## src/aic_pkg.sv

```systemverilog
// Purpose: Shared constants and types for the idle, geometry and queued control command decoder.
// Assumes: Task-file fields arrive already assembled by the link layer on the core clock.
// Notes:   Status and error layouts follow the drive's task-file conventions.
`default_nettype none

package aic_pkg;

    // Opcodes handled by this block.
    localparam logic [7:0] OPC_IDLE_IMM     = 8'hE1;
    localparam logic [7:0] OPC_IDLE_IMM_ALT = 8'h95;
    localparam logic [7:0] OPC_INIT_GEOM    = 8'h91;
    localparam logic [7:0] OPC_NCQ_NONDATA  = 8'h63;

    // Queued non-data subcommands and abort types.
    localparam logic [3:0] SUBCMD_ABORT        = 4'h0;
    localparam logic [3:0] SUBCMD_DEADLINE     = 4'h1;
    localparam logic [3:0] ABORT_TYPE_SELECTED = 4'h3;

    // Field positions inside the task-file bytes.
    localparam int SUBCMD_LSB    = 0;
    localparam int SUBCMD_MSB    = 3;
    localparam int ABTYPE_LSB    = 4;
    localparam int ABTYPE_MSB    = 7;
    localparam int TAG_LSB       = 3;
    localparam int TAG_MSB       = 7;
    localparam int HEADS_LSB     = 0;
    localparam int HEADS_MSB     = 3;

    // Set-features codes that choose soft-reset behaviour.
    localparam logic [7:0] FEAT_REVERT_ON  = 8'hCC;
    localparam logic [7:0] FEAT_REVERT_OFF = 8'h66;
    localparam logic       REVERT_RESET    = 1'b0;

    // Status and error register values.
    localparam logic [7:0] STATUS_RESET     = 8'h50;
    localparam logic [7:0] STATUS_BUSY      = 8'hD0;
    localparam logic [7:0] STATUS_OK        = 8'h50;
    localparam logic [7:0] STATUS_ERR       = 8'h51;
    localparam logic [7:0] ERROR_RESET      = 8'h00;
    localparam logic [7:0] ERROR_NONE       = 8'h00;
    localparam logic [7:0] ERROR_ABORT_ONLY = 8'h04;
    localparam int         STS_BSY_BIT      = 7;
    localparam int         STS_ERR_BIT      = 0;

    // Identify words that carry the logical geometry.
    localparam logic [7:0] IDW_CYLINDERS = 8'h36;
    localparam logic [7:0] IDW_HEADS     = 8'h37;
    localparam logic [7:0] IDW_SPT       = 8'h38;
    localparam logic [7:0] IDW_CAP_LO    = 8'h39;
    localparam logic [7:0] IDW_CAP_HI    = 8'h3A;

    // Geometry after power-on or a reverting soft reset; standby timeout after power-on.
    localparam logic [7:0]  DEF_SPT      = 8'h3F;
    localparam logic [3:0]  DEF_HEADS_M1 = 4'hF;
    localparam logic [15:0] DEF_CYL      = 16'h3FFF;
    localparam logic [7:0]  TIMER_RESET  = 8'h00;

    typedef enum logic [1:0] {
        AIC_ST_READY,
        AIC_ST_SPIN,
        AIC_ST_FINISH
    } aic_state_t;

endpackage

`default_nettype wire

```

## src/aic_cmd_ctrl.sv

```systemverilog
// Purpose: Decodes idle immediate, geometry load and queued non-data commands.
// Assumes: Task-file inputs are on core_clk; only the spindle speed pin is asynchronous.
// Notes:   Opcodes outside this set are left to other decoders and get no answer here.
`default_nettype none

// Summary of operation
// - Opcode E1h or 95h enters idle mode.
// - Spin up only when the spindle is stopped.
// - Idle keeps the spindle turning, commands accepted.
// - Idle immediate leaves standby timeout untouched.
// - Opcode 91h loads sectors and heads minus one.
// - Identify words 54 to 58 show geometry.
// - Geometry persists unless reloaded or reverting reset.
// - Zero sectors per track means zero.
// - Heads minus one is four bits, 0-15.
// - Opcode 63h runs subcommand-specific queued control.
// - Subcommands 0h abort and 1h deadline supported.
// - Feature 3:0 subcommand, 7:4 abort type.
// - Unsupported abort type reports command aborted.
module aic_cmd_ctrl #(
    parameter logic [15:0] ABORT_TYPES_SUPPORTED = 16'h000F,
    parameter logic [4:0]  QUEUE_DEPTH_MAX       = 5'h1F,
    parameter logic [15:0] CYLINDERS             = aic_pkg::DEF_CYL
) (
    input  wire logic        core_clk,
    input  wire logic        reset_n,
    input  wire logic        cmd_valid,
    input  wire logic [7:0]  cmd_opcode,
    input  wire logic [7:0]  cmd_feature,
    input  wire logic [7:0]  cmd_sector_count,
    input  wire logic [7:0]  cmd_sector_number,
    input  wire logic [7:0]  cmd_device_head,
    input  wire logic        ncq_enable,
    input  wire logic        soft_reset_pulse,
    input  wire logic        set_feature_valid,
    input  wire logic [7:0]  set_feature_code,
    input  wire logic        timer_load_valid,
    input  wire logic [7:0]  timer_load_value,
    input  wire logic        power_standby_req,
    input  wire logic        spindle_at_speed,
    input  wire logic [7:0]  ident_word_addr,
    output logic      [7:0]  drive_status_flags,
    output logic      [7:0]  command_error_flags,
    output logic             cmd_done,
    output logic             power_idle,
    output logic             spindle_motor_on,
    output logic             spin_up_start,
    output logic      [7:0]  standby_timeout,
    output logic             ncq_abort_req,
    output logic      [3:0]  ncq_abort_type,
    output logic      [4:0]  ncq_abort_ttag,
    output logic             ncq_deadline_req,
    output logic      [7:0]  geom_sectors_per_track,
    output logic      [3:0]  geom_heads_m1,
    output logic      [15:0] ident_word_data
);

    aic_pkg::aic_state_t state_reg;
    logic [7:0]  status_reg;
    logic [7:0]  error_reg;
    logic        result_err_reg;
    logic        done_reg;
    logic        idle_reg;
    logic        motor_reg;
    logic        spin_start_reg;
    logic [7:0]  timer_reg;
    logic        abort_req_reg;
    logic [3:0]  abort_type_reg;
    logic [4:0]  abort_ttag_reg;
    logic        deadline_reg;
    logic        revert_reg;
    logic        speed_meta_reg;
    logic        speed_sync_reg;

    logic        is_idle;
    logic        is_geom;
    logic        is_ncq;
    logic        take;
    logic [3:0]  subcmd;
    logic [3:0]  abort_type;
    logic [4:0]  tag;
    logic [4:0]  ttag;
    logic        abort_bad;
    logic        ncq_reject;
    logic        geom_load;
    logic        geom_revert;

    // The speed pin comes from the motor controller on its own timing.
    always_ff @(posedge core_clk or negedge reset_n) begin
        if (!reset_n) begin
            speed_meta_reg <= 1'b0;
            speed_sync_reg <= 1'b0;
        end else begin
            speed_meta_reg <= spindle_at_speed;
            speed_sync_reg <= speed_meta_reg;
        end
    end

    always_comb begin
        is_idle    = (cmd_opcode == aic_pkg::OPC_IDLE_IMM) ||
                     (cmd_opcode == aic_pkg::OPC_IDLE_IMM_ALT);
        is_geom    = (cmd_opcode == aic_pkg::OPC_INIT_GEOM);
        is_ncq     = (cmd_opcode == aic_pkg::OPC_NCQ_NONDATA);
        take       = (state_reg == aic_pkg::AIC_ST_READY) && cmd_valid &&
                     (is_idle || is_geom || is_ncq);
        subcmd     = cmd_feature[aic_pkg::SUBCMD_MSB:aic_pkg::SUBCMD_LSB];
        abort_type = cmd_feature[aic_pkg::ABTYPE_MSB:aic_pkg::ABTYPE_LSB];
        tag        = cmd_sector_count[aic_pkg::TAG_MSB:aic_pkg::TAG_LSB];
        ttag       = cmd_sector_number[aic_pkg::TAG_MSB:aic_pkg::TAG_LSB];
        // The target tag only matters for the selected-command abort type.
        abort_bad  = !ncq_enable || !ABORT_TYPES_SUPPORTED[abort_type] ||
                     ((abort_type == aic_pkg::ABORT_TYPE_SELECTED) &&
                      ((ttag == tag) || (ttag > QUEUE_DEPTH_MAX)));
        unique case (subcmd)
            aic_pkg::SUBCMD_ABORT:    ncq_reject = abort_bad;
            aic_pkg::SUBCMD_DEADLINE: ncq_reject = 1'b0;
            default:                  ncq_reject = 1'b1;
        endcase
        geom_load   = take && is_geom;
        geom_revert = soft_reset_pulse && revert_reg;
    end

    always_ff @(posedge core_clk or negedge reset_n) begin
        if (!reset_n) begin
            state_reg      <= aic_pkg::AIC_ST_READY;
            result_err_reg <= 1'b0;
        end else begin
            unique case (state_reg)
                aic_pkg::AIC_ST_READY: begin
                    if (take) begin
                        result_err_reg <= is_ncq && ncq_reject;
                        if (is_idle && !speed_sync_reg) begin
                            state_reg <= aic_pkg::AIC_ST_SPIN;
                        end else begin
                            state_reg <= aic_pkg::AIC_ST_FINISH;
                        end
                    end
                end
                aic_pkg::AIC_ST_SPIN: begin
                    if (speed_sync_reg) begin
                        state_reg <= aic_pkg::AIC_ST_FINISH;
                    end
                end
                aic_pkg::AIC_ST_FINISH: begin
                    state_reg <= aic_pkg::AIC_ST_READY;
                end
            endcase
        end
    end

    always_ff @(posedge core_clk or negedge reset_n) begin
        if (!reset_n) begin
            status_reg <= aic_pkg::STATUS_RESET;
            error_reg  <= aic_pkg::ERROR_RESET;
            done_reg   <= 1'b0;
        end else begin
            done_reg <= (state_reg == aic_pkg::AIC_ST_FINISH);
            if (take) begin
                status_reg <= aic_pkg::STATUS_BUSY;
            end else if (state_reg == aic_pkg::AIC_ST_FINISH) begin
                if (result_err_reg) begin
                    status_reg <= aic_pkg::STATUS_ERR;
                    error_reg  <= aic_pkg::ERROR_ABORT_ONLY;
                end else begin
                    status_reg <= aic_pkg::STATUS_OK;
                    error_reg  <= aic_pkg::ERROR_NONE;
                end
            end
        end
    end

    // Power mode and spindle; a standby request is only honoured between commands.
    always_ff @(posedge core_clk or negedge reset_n) begin
        if (!reset_n) begin
            idle_reg       <= 1'b0;
            motor_reg      <= 1'b0;
            spin_start_reg <= 1'b0;
        end else begin
            spin_start_reg <= take && is_idle && !speed_sync_reg;
            if (take && is_idle) begin
                idle_reg  <= 1'b1;
                motor_reg <= 1'b1;
            end else if (power_standby_req && state_reg == aic_pkg::AIC_ST_READY) begin
                idle_reg  <= 1'b0;
                motor_reg <= 1'b0;
            end
        end
    end

    // Only the outside timer path writes the timeout, so idle immediate cannot disturb it.
    always_ff @(posedge core_clk or negedge reset_n) begin
        if (!reset_n) begin
            timer_reg <= aic_pkg::TIMER_RESET;
        end else if (timer_load_valid) begin
            timer_reg <= timer_load_value;
        end
    end

    always_ff @(posedge core_clk or negedge reset_n) begin
        if (!reset_n) begin
            revert_reg <= aic_pkg::REVERT_RESET;
        end else if (set_feature_valid) begin
            if (set_feature_code == aic_pkg::FEAT_REVERT_ON) begin
                revert_reg <= 1'b1;
            end else if (set_feature_code == aic_pkg::FEAT_REVERT_OFF) begin
                revert_reg <= 1'b0;
            end
        end
    end

    always_ff @(posedge core_clk or negedge reset_n) begin
        if (!reset_n) begin
            abort_req_reg  <= 1'b0;
            abort_type_reg <= 4'h0;
            abort_ttag_reg <= 5'h00;
            deadline_reg   <= 1'b0;
        end else begin
            abort_req_reg <= take && is_ncq && (subcmd == aic_pkg::SUBCMD_ABORT) &&
                             !abort_bad;
            deadline_reg  <= take && is_ncq && (subcmd == aic_pkg::SUBCMD_DEADLINE);
            if (take && is_ncq) begin
                abort_type_reg <= abort_type;
                abort_ttag_reg <= ttag;
            end
        end
    end

    aic_geom_store #(
        .CYLINDERS (CYLINDERS)
    ) u_geom (
        .core_clk      (core_clk),
        .reset_n       (reset_n),
        .load          (geom_load),
        .load_spt      (cmd_sector_count),
        .load_heads_m1 (cmd_device_head[aic_pkg::HEADS_MSB:aic_pkg::HEADS_LSB]),
        .revert        (geom_revert),
        .ident_addr    (ident_word_addr),
        .spt           (geom_sectors_per_track),
        .heads_m1      (geom_heads_m1),
        .ident_data    (ident_word_data)
    );

    assign drive_status_flags  = status_reg;
    assign command_error_flags = error_reg;
    assign cmd_done            = done_reg;
    assign power_idle          = idle_reg;
    assign spindle_motor_on    = motor_reg;
    assign spin_up_start       = spin_start_reg;
    assign standby_timeout     = timer_reg;
    assign ncq_abort_req       = abort_req_reg;
    assign ncq_abort_type      = abort_type_reg;
    assign ncq_abort_ttag      = abort_ttag_reg;
    assign ncq_deadline_req    = deadline_reg;
endmodule // aic_cmd_ctrl

`default_nettype wire

```

## src/aic_geom_store.sv

```systemverilog
// Purpose: Holds logical geometry and serves the identify words derived from it.
// Assumes: Load and revert are single-cycle strobes from the command decoder.
// Notes:   Cylinder count is a fixed parameter; no divider is built.
`default_nettype none

module aic_geom_store #(
    parameter logic [15:0] CYLINDERS = aic_pkg::DEF_CYL
) (
    input  wire logic        core_clk,
    input  wire logic        reset_n,
    input  wire logic        load,
    input  wire logic [7:0]  load_spt,
    input  wire logic [3:0]  load_heads_m1,
    input  wire logic        revert,
    input  wire logic [7:0]  ident_addr,
    output logic      [7:0]  spt,
    output logic      [3:0]  heads_m1,
    output logic      [15:0] ident_data
);

    logic [7:0]  spt_reg;
    logic [3:0]  heads_reg;
    logic [15:0] ident_reg;
    logic [4:0]  heads_count;
    logic [31:0] capacity;

    // A fresh load wins over a revert landing in the same cycle.
    always_ff @(posedge core_clk or negedge reset_n) begin
        if (!reset_n) begin
            spt_reg   <= aic_pkg::DEF_SPT;
            heads_reg <= aic_pkg::DEF_HEADS_M1;
        end else if (load) begin
            spt_reg   <= load_spt;
            heads_reg <= load_heads_m1;
        end else if (revert) begin
            spt_reg   <= aic_pkg::DEF_SPT;
            heads_reg <= aic_pkg::DEF_HEADS_M1;
        end
    end

    assign heads_count = {1'b0, heads_reg} + 5'h01;
    assign capacity    = 32'(CYLINDERS) * 32'(heads_count) * 32'(spt_reg);

    always_ff @(posedge core_clk or negedge reset_n) begin
        if (!reset_n) begin
            ident_reg <= 16'h0000;
        end else begin
            unique case (ident_addr)
                aic_pkg::IDW_CYLINDERS: ident_reg <= CYLINDERS;
                aic_pkg::IDW_HEADS:     ident_reg <= {11'h000, heads_count};
                aic_pkg::IDW_SPT:       ident_reg <= {8'h00, spt_reg};
                aic_pkg::IDW_CAP_LO:    ident_reg <= capacity[15:0];
                aic_pkg::IDW_CAP_HI:    ident_reg <= capacity[31:16];
                default:                ident_reg <= 16'h0000;
            endcase
        end
    end

    assign spt        = spt_reg;
    assign heads_m1   = heads_reg;
    assign ident_data = ident_reg;

endmodule // aic_geom_store

`default_nettype wire

```

## config.mk

```make
export PLATFORM = sky130hd
export DESIGN_NAME = aic_cmd_ctrl
export DESIGN_NICKNAME = d
export VERILOG_FILES = /design/src/aic_pkg.sv /design/src/aic_cmd_ctrl.sv /design/src/aic_geom_store.sv
export SDC_FILE = /design/constraint.sdc
export NUM_CORES = 1
export LEC_CHECK = 0
export BUFFER_PORTS_ARGS = -buffer_cell sky130_fd_sc_hd__buf_2
export CORE_MARGIN = 4
export CORE_UTILIZATION = 58
export CTS_BUF_LIST = sky130_fd_sc_hd__clkbuf_8
export DETAILED_ROUTE_END_ITERATION = 8
export GPL_TIMING_DRIVEN = 1
export PLACE_DENSITY = 0.86
export SLEW_MARGIN = 0
export SYNTH_ARGS = -nofsm -noshare
export SYNTH_HDL_FRONTEND = slang
export SYNTH_HIERARCHICAL = 1
export SYNTH_SLANG_ARGS = --single-unit
export TNS_END_PERCENT = 20
```

## constraint.sdc

```tcl
create_clock -name core_clk -period 10.9 [get_ports core_clk]
set_clock_uncertainty 0.1 [all_clocks]
set_input_delay 1.09 -clock core_clk [delete_from_list [all_inputs] [get_ports core_clk]]
set_output_delay 1.09 -clock core_clk [all_outputs]
set_load 0.02 [all_outputs]
```

==> flow_summary.json <==
{
  "syn2layout_area_growth_pct": 9.386,
  "ys_ff_latch": 59,
  "cp-start-kind": "flip-flop",
  "arrival_ns": 10.00,
  "yosys_warnings": 6,
  "antenna_found_initial": 0,
  "crit_buf_inv": 5,
  "fin_nets": 1341,
  "hp-class": "reg2reg",
  "cp.required_ns": 10.99,
  "cp_slowest_cell": "dfstp_2",
  "cts_buffers": 9,
  "crit_family": "adder cells",
  "timing.fmax_mhz": 100.9,
  "yosysSeqAreaShare_pct": 16.87,
  "io_pins": 140,
  "drt_first_iter_violations": 704,
  "drive_gt1_share_pct": 17.56,
  "syn_area_um2": 8825,
  "cts_root_buf": "clkbuf_8",
  "cp_num_cells": 28,
  "overflow": 0,
  "grt_pass1_vias": 7565,
  "reg2reg_setup_slack_ns": 0.99,
  "vias": 7487,
  "via_per_inst": 5.886,
  "synth_cell_types": 87,
  "fin_crit_sh_pct": 90.95,
  "antenna_cells": 0,
  "avgSynthCellArea_um2": 8.923,
  "syn_inst": 989,
  "yosysMostFrequentCell": "inv_1",
  "worst-slew-pin-transition_ns": 1.211,
  "cpMostUsedCell": "fa_1",
  "grt_setup_unrepaired": "false",
  "synth.mux.area_fraction_pct": 3.587,
  "largest_register_ffs": 16,
  "cts-htree-levels": 3,
  "status": "completed",
  "post_cts.repair.setup_buffers": 0,
  "synth_compound_area_share_pct": 12.60,
  "synth-simple-area-share_pct": 18.55,
  "async_flop_share_pct": 100.0,
  "synthAdderAreaFrac_pct": 35.93,
  "ant_nets": 0,
  "clock_sinks": 59,
  "slew_headroom_pct": 18.17,
  "path_clk_slew_ns": 0.07,
  "dieWidth_um": 131.4,
  "critPathMaxStageDelay_ns": 0.78,
  "initial_utilization_pct": 60.04,
  "wl_per_cell_um": 17.18,
  "synth-xor-area-share_pct": 3.077,
  "cts_hold_buf": 0,
  "gp_congestion": 0.9253,
  "finalHoldViolations": 0,
  "grt_max_degree": 60,
  "clkLatencyLatePin_ns": 0.34,
  "cts_tree": "done",
  "crit_path_start": "u_geom/heads_m1[0]",
  "post-synth-top-area-cell": "fa_1",
  "crit_type": "reg2reg",
  "layout_min_cycle_time_ns": 9.914,
  "drv_cap": 0,
  "synth_common_cells": "inv_1 (137), fa_1 (114), nor2_1 (93), nand2_1 (83), ha_1 (71)",
  "finalSetupTns_ns": 0,
  "grt_pass1_wl_mm": 36.54,
  "drt-pass1-iter-count": 6,
  "synth_area_leaders": "fa_1 (26%), dfrtp_1 (14%), ha_1 (10%), inv_1 (5.8%), nor2_1 (4.0%)",
  "hpwl_mm": 17.18,
  "setup_viol": 0,
  "wl_mm": 21.86,
  "cts_buffer_depth": 2,
  "num_rows": 44,
  "drc": 0,
  "grt_usage_pct": 25.59,
  "synth-edff-count": 0,
  "fp.coreArea_um2": 14700,
  "die_h_um": 131.4,
  "ys.flop_type": "dfrtp_1",
  "r2r-end": "u_geom/ident_data[8]",
  "finalMaxSlewViolations": 0,
  "worstReg2RegStart": "u_geom/heads_m1[0]",
  "die-area_um2": 17250,
  "synth_top_area_share_pct": 25.86,
  "synth_top_family_by_area": "adder cells",
  "ff2ff_path_depth": 28,
  "endpoint_kind": "flip-flop",
  "worstPathMaxFanout": 15,
  "io_buffer_count": 119,
  "critPathCapture": "u_geom/ident_data[8]",
  "ctsResizeCount": 0
}
==> per-stage QoR <==
stage	util (%)	area, um^2	hold slack (ns)	std cells	setup WS, ns
2_1_floorplan	-	8866	0.2312	1000	2.454
3_3_place_gp	64.30	9452	0.2328	1256	1.318
3_5_place_dp	64.30	9452	0.2371	1256	1.117
4_1_cts	65.67	9653	0.2527	1272	1.089
5_1_grt	65.67	9653	0.2637	1272	0.3884
6_report	65.67	9653	0.2563	1272	0.9862
==> metal layers <==
| layer | share of wire [%] | wire length [um] | GRT usage, % | vias up |
|---|---|---|---|---|
| met4 | 3.1 | 670 | 8.401 | 0 |
| met5 | 0 | 0 | 0 | - |
| li1 | - | - | - | 3405 |
| met3 | 8.4 | 1843 | 3.976 | 66 |
| met2 | 50 | 10850 | 44.33 | 407 |
| met1 | 39 | 8492 | 33.15 | 3609 |
==> worst reg2reg max path: cells and delay by family (launching register included) <==
kind | cells | cell delay, ns
fa+ha+maj | 10 | 4.54
flops | 1 | 0.78
simple gates | 6 | 2.19
compound gates | 6 | 1.12
buf+inv | 5 | 0.61
xor+xnor | 1 | 0.44
==> layout by cell type, fill, tap and decap left out, types with 19 or more instances in the layout <==
cell type and count:
fa_1 114, buf_2 119, and2_1 46, nor3_1 20, o21ai_0 44, xnor2_1 19, a21oi_1 41, nand2b_1 21
dfrtp_1 49, nand2_1 83, inv_1 137, ha_1 71, nor2_1 93
==> how the worst min path moves through the flow <==
stage                         from              to  slack (ns)  cells after the start
detailed placement  speed_meta_reg  speed_sync_reg        0.24                      0
global placement    speed_meta_reg  speed_sync_reg        0.23                      0
global route        speed_meta_reg  speed_sync_reg        0.26                      0
floorplan           speed_meta_reg  speed_sync_reg        0.23                      0
CTS                 speed_meta_reg  speed_sync_reg        0.25                      0
finish              speed_meta_reg  speed_sync_reg        0.26                      0
==> layout make-up <==
| cell class | count | area (um^2) |
|---|---|---|
| multi-input combinational | 747 | 6566 |
| fill | 1191 | 5046 |
| sequential | 59 | 1489 |
| timing repair buffer | 124 | 633.1 |
| clock inverter | 6 | 63.81 |
| clock buffer | 10 | 137.6 |
| inverter | 142 | 533.0 |
| tap | 184 | 230.2 |
==> kinds of logic (layout without fill, tap and decap cells) <==
| logic type | count (synthesis) | count (layout) |
|---|---|---|
| AND/OR/NAND/NOR | 325 | 325 |
| other | 2 | 13 |
| AO/OA/AOI/OAI | 167 | 167 |
| XOR/XNOR | 31 | 31 |
| adder cells (fa/ha/maj) | 185 | 185 |
| buffers and inverters | 194 | 282 |
| multiplexers | 26 | 26 |
| flip-flops | 59 | 59 |
Power is not shown: default switching activity piles up to over one toggle a cycle in this logic, so the estimate is an artifact.
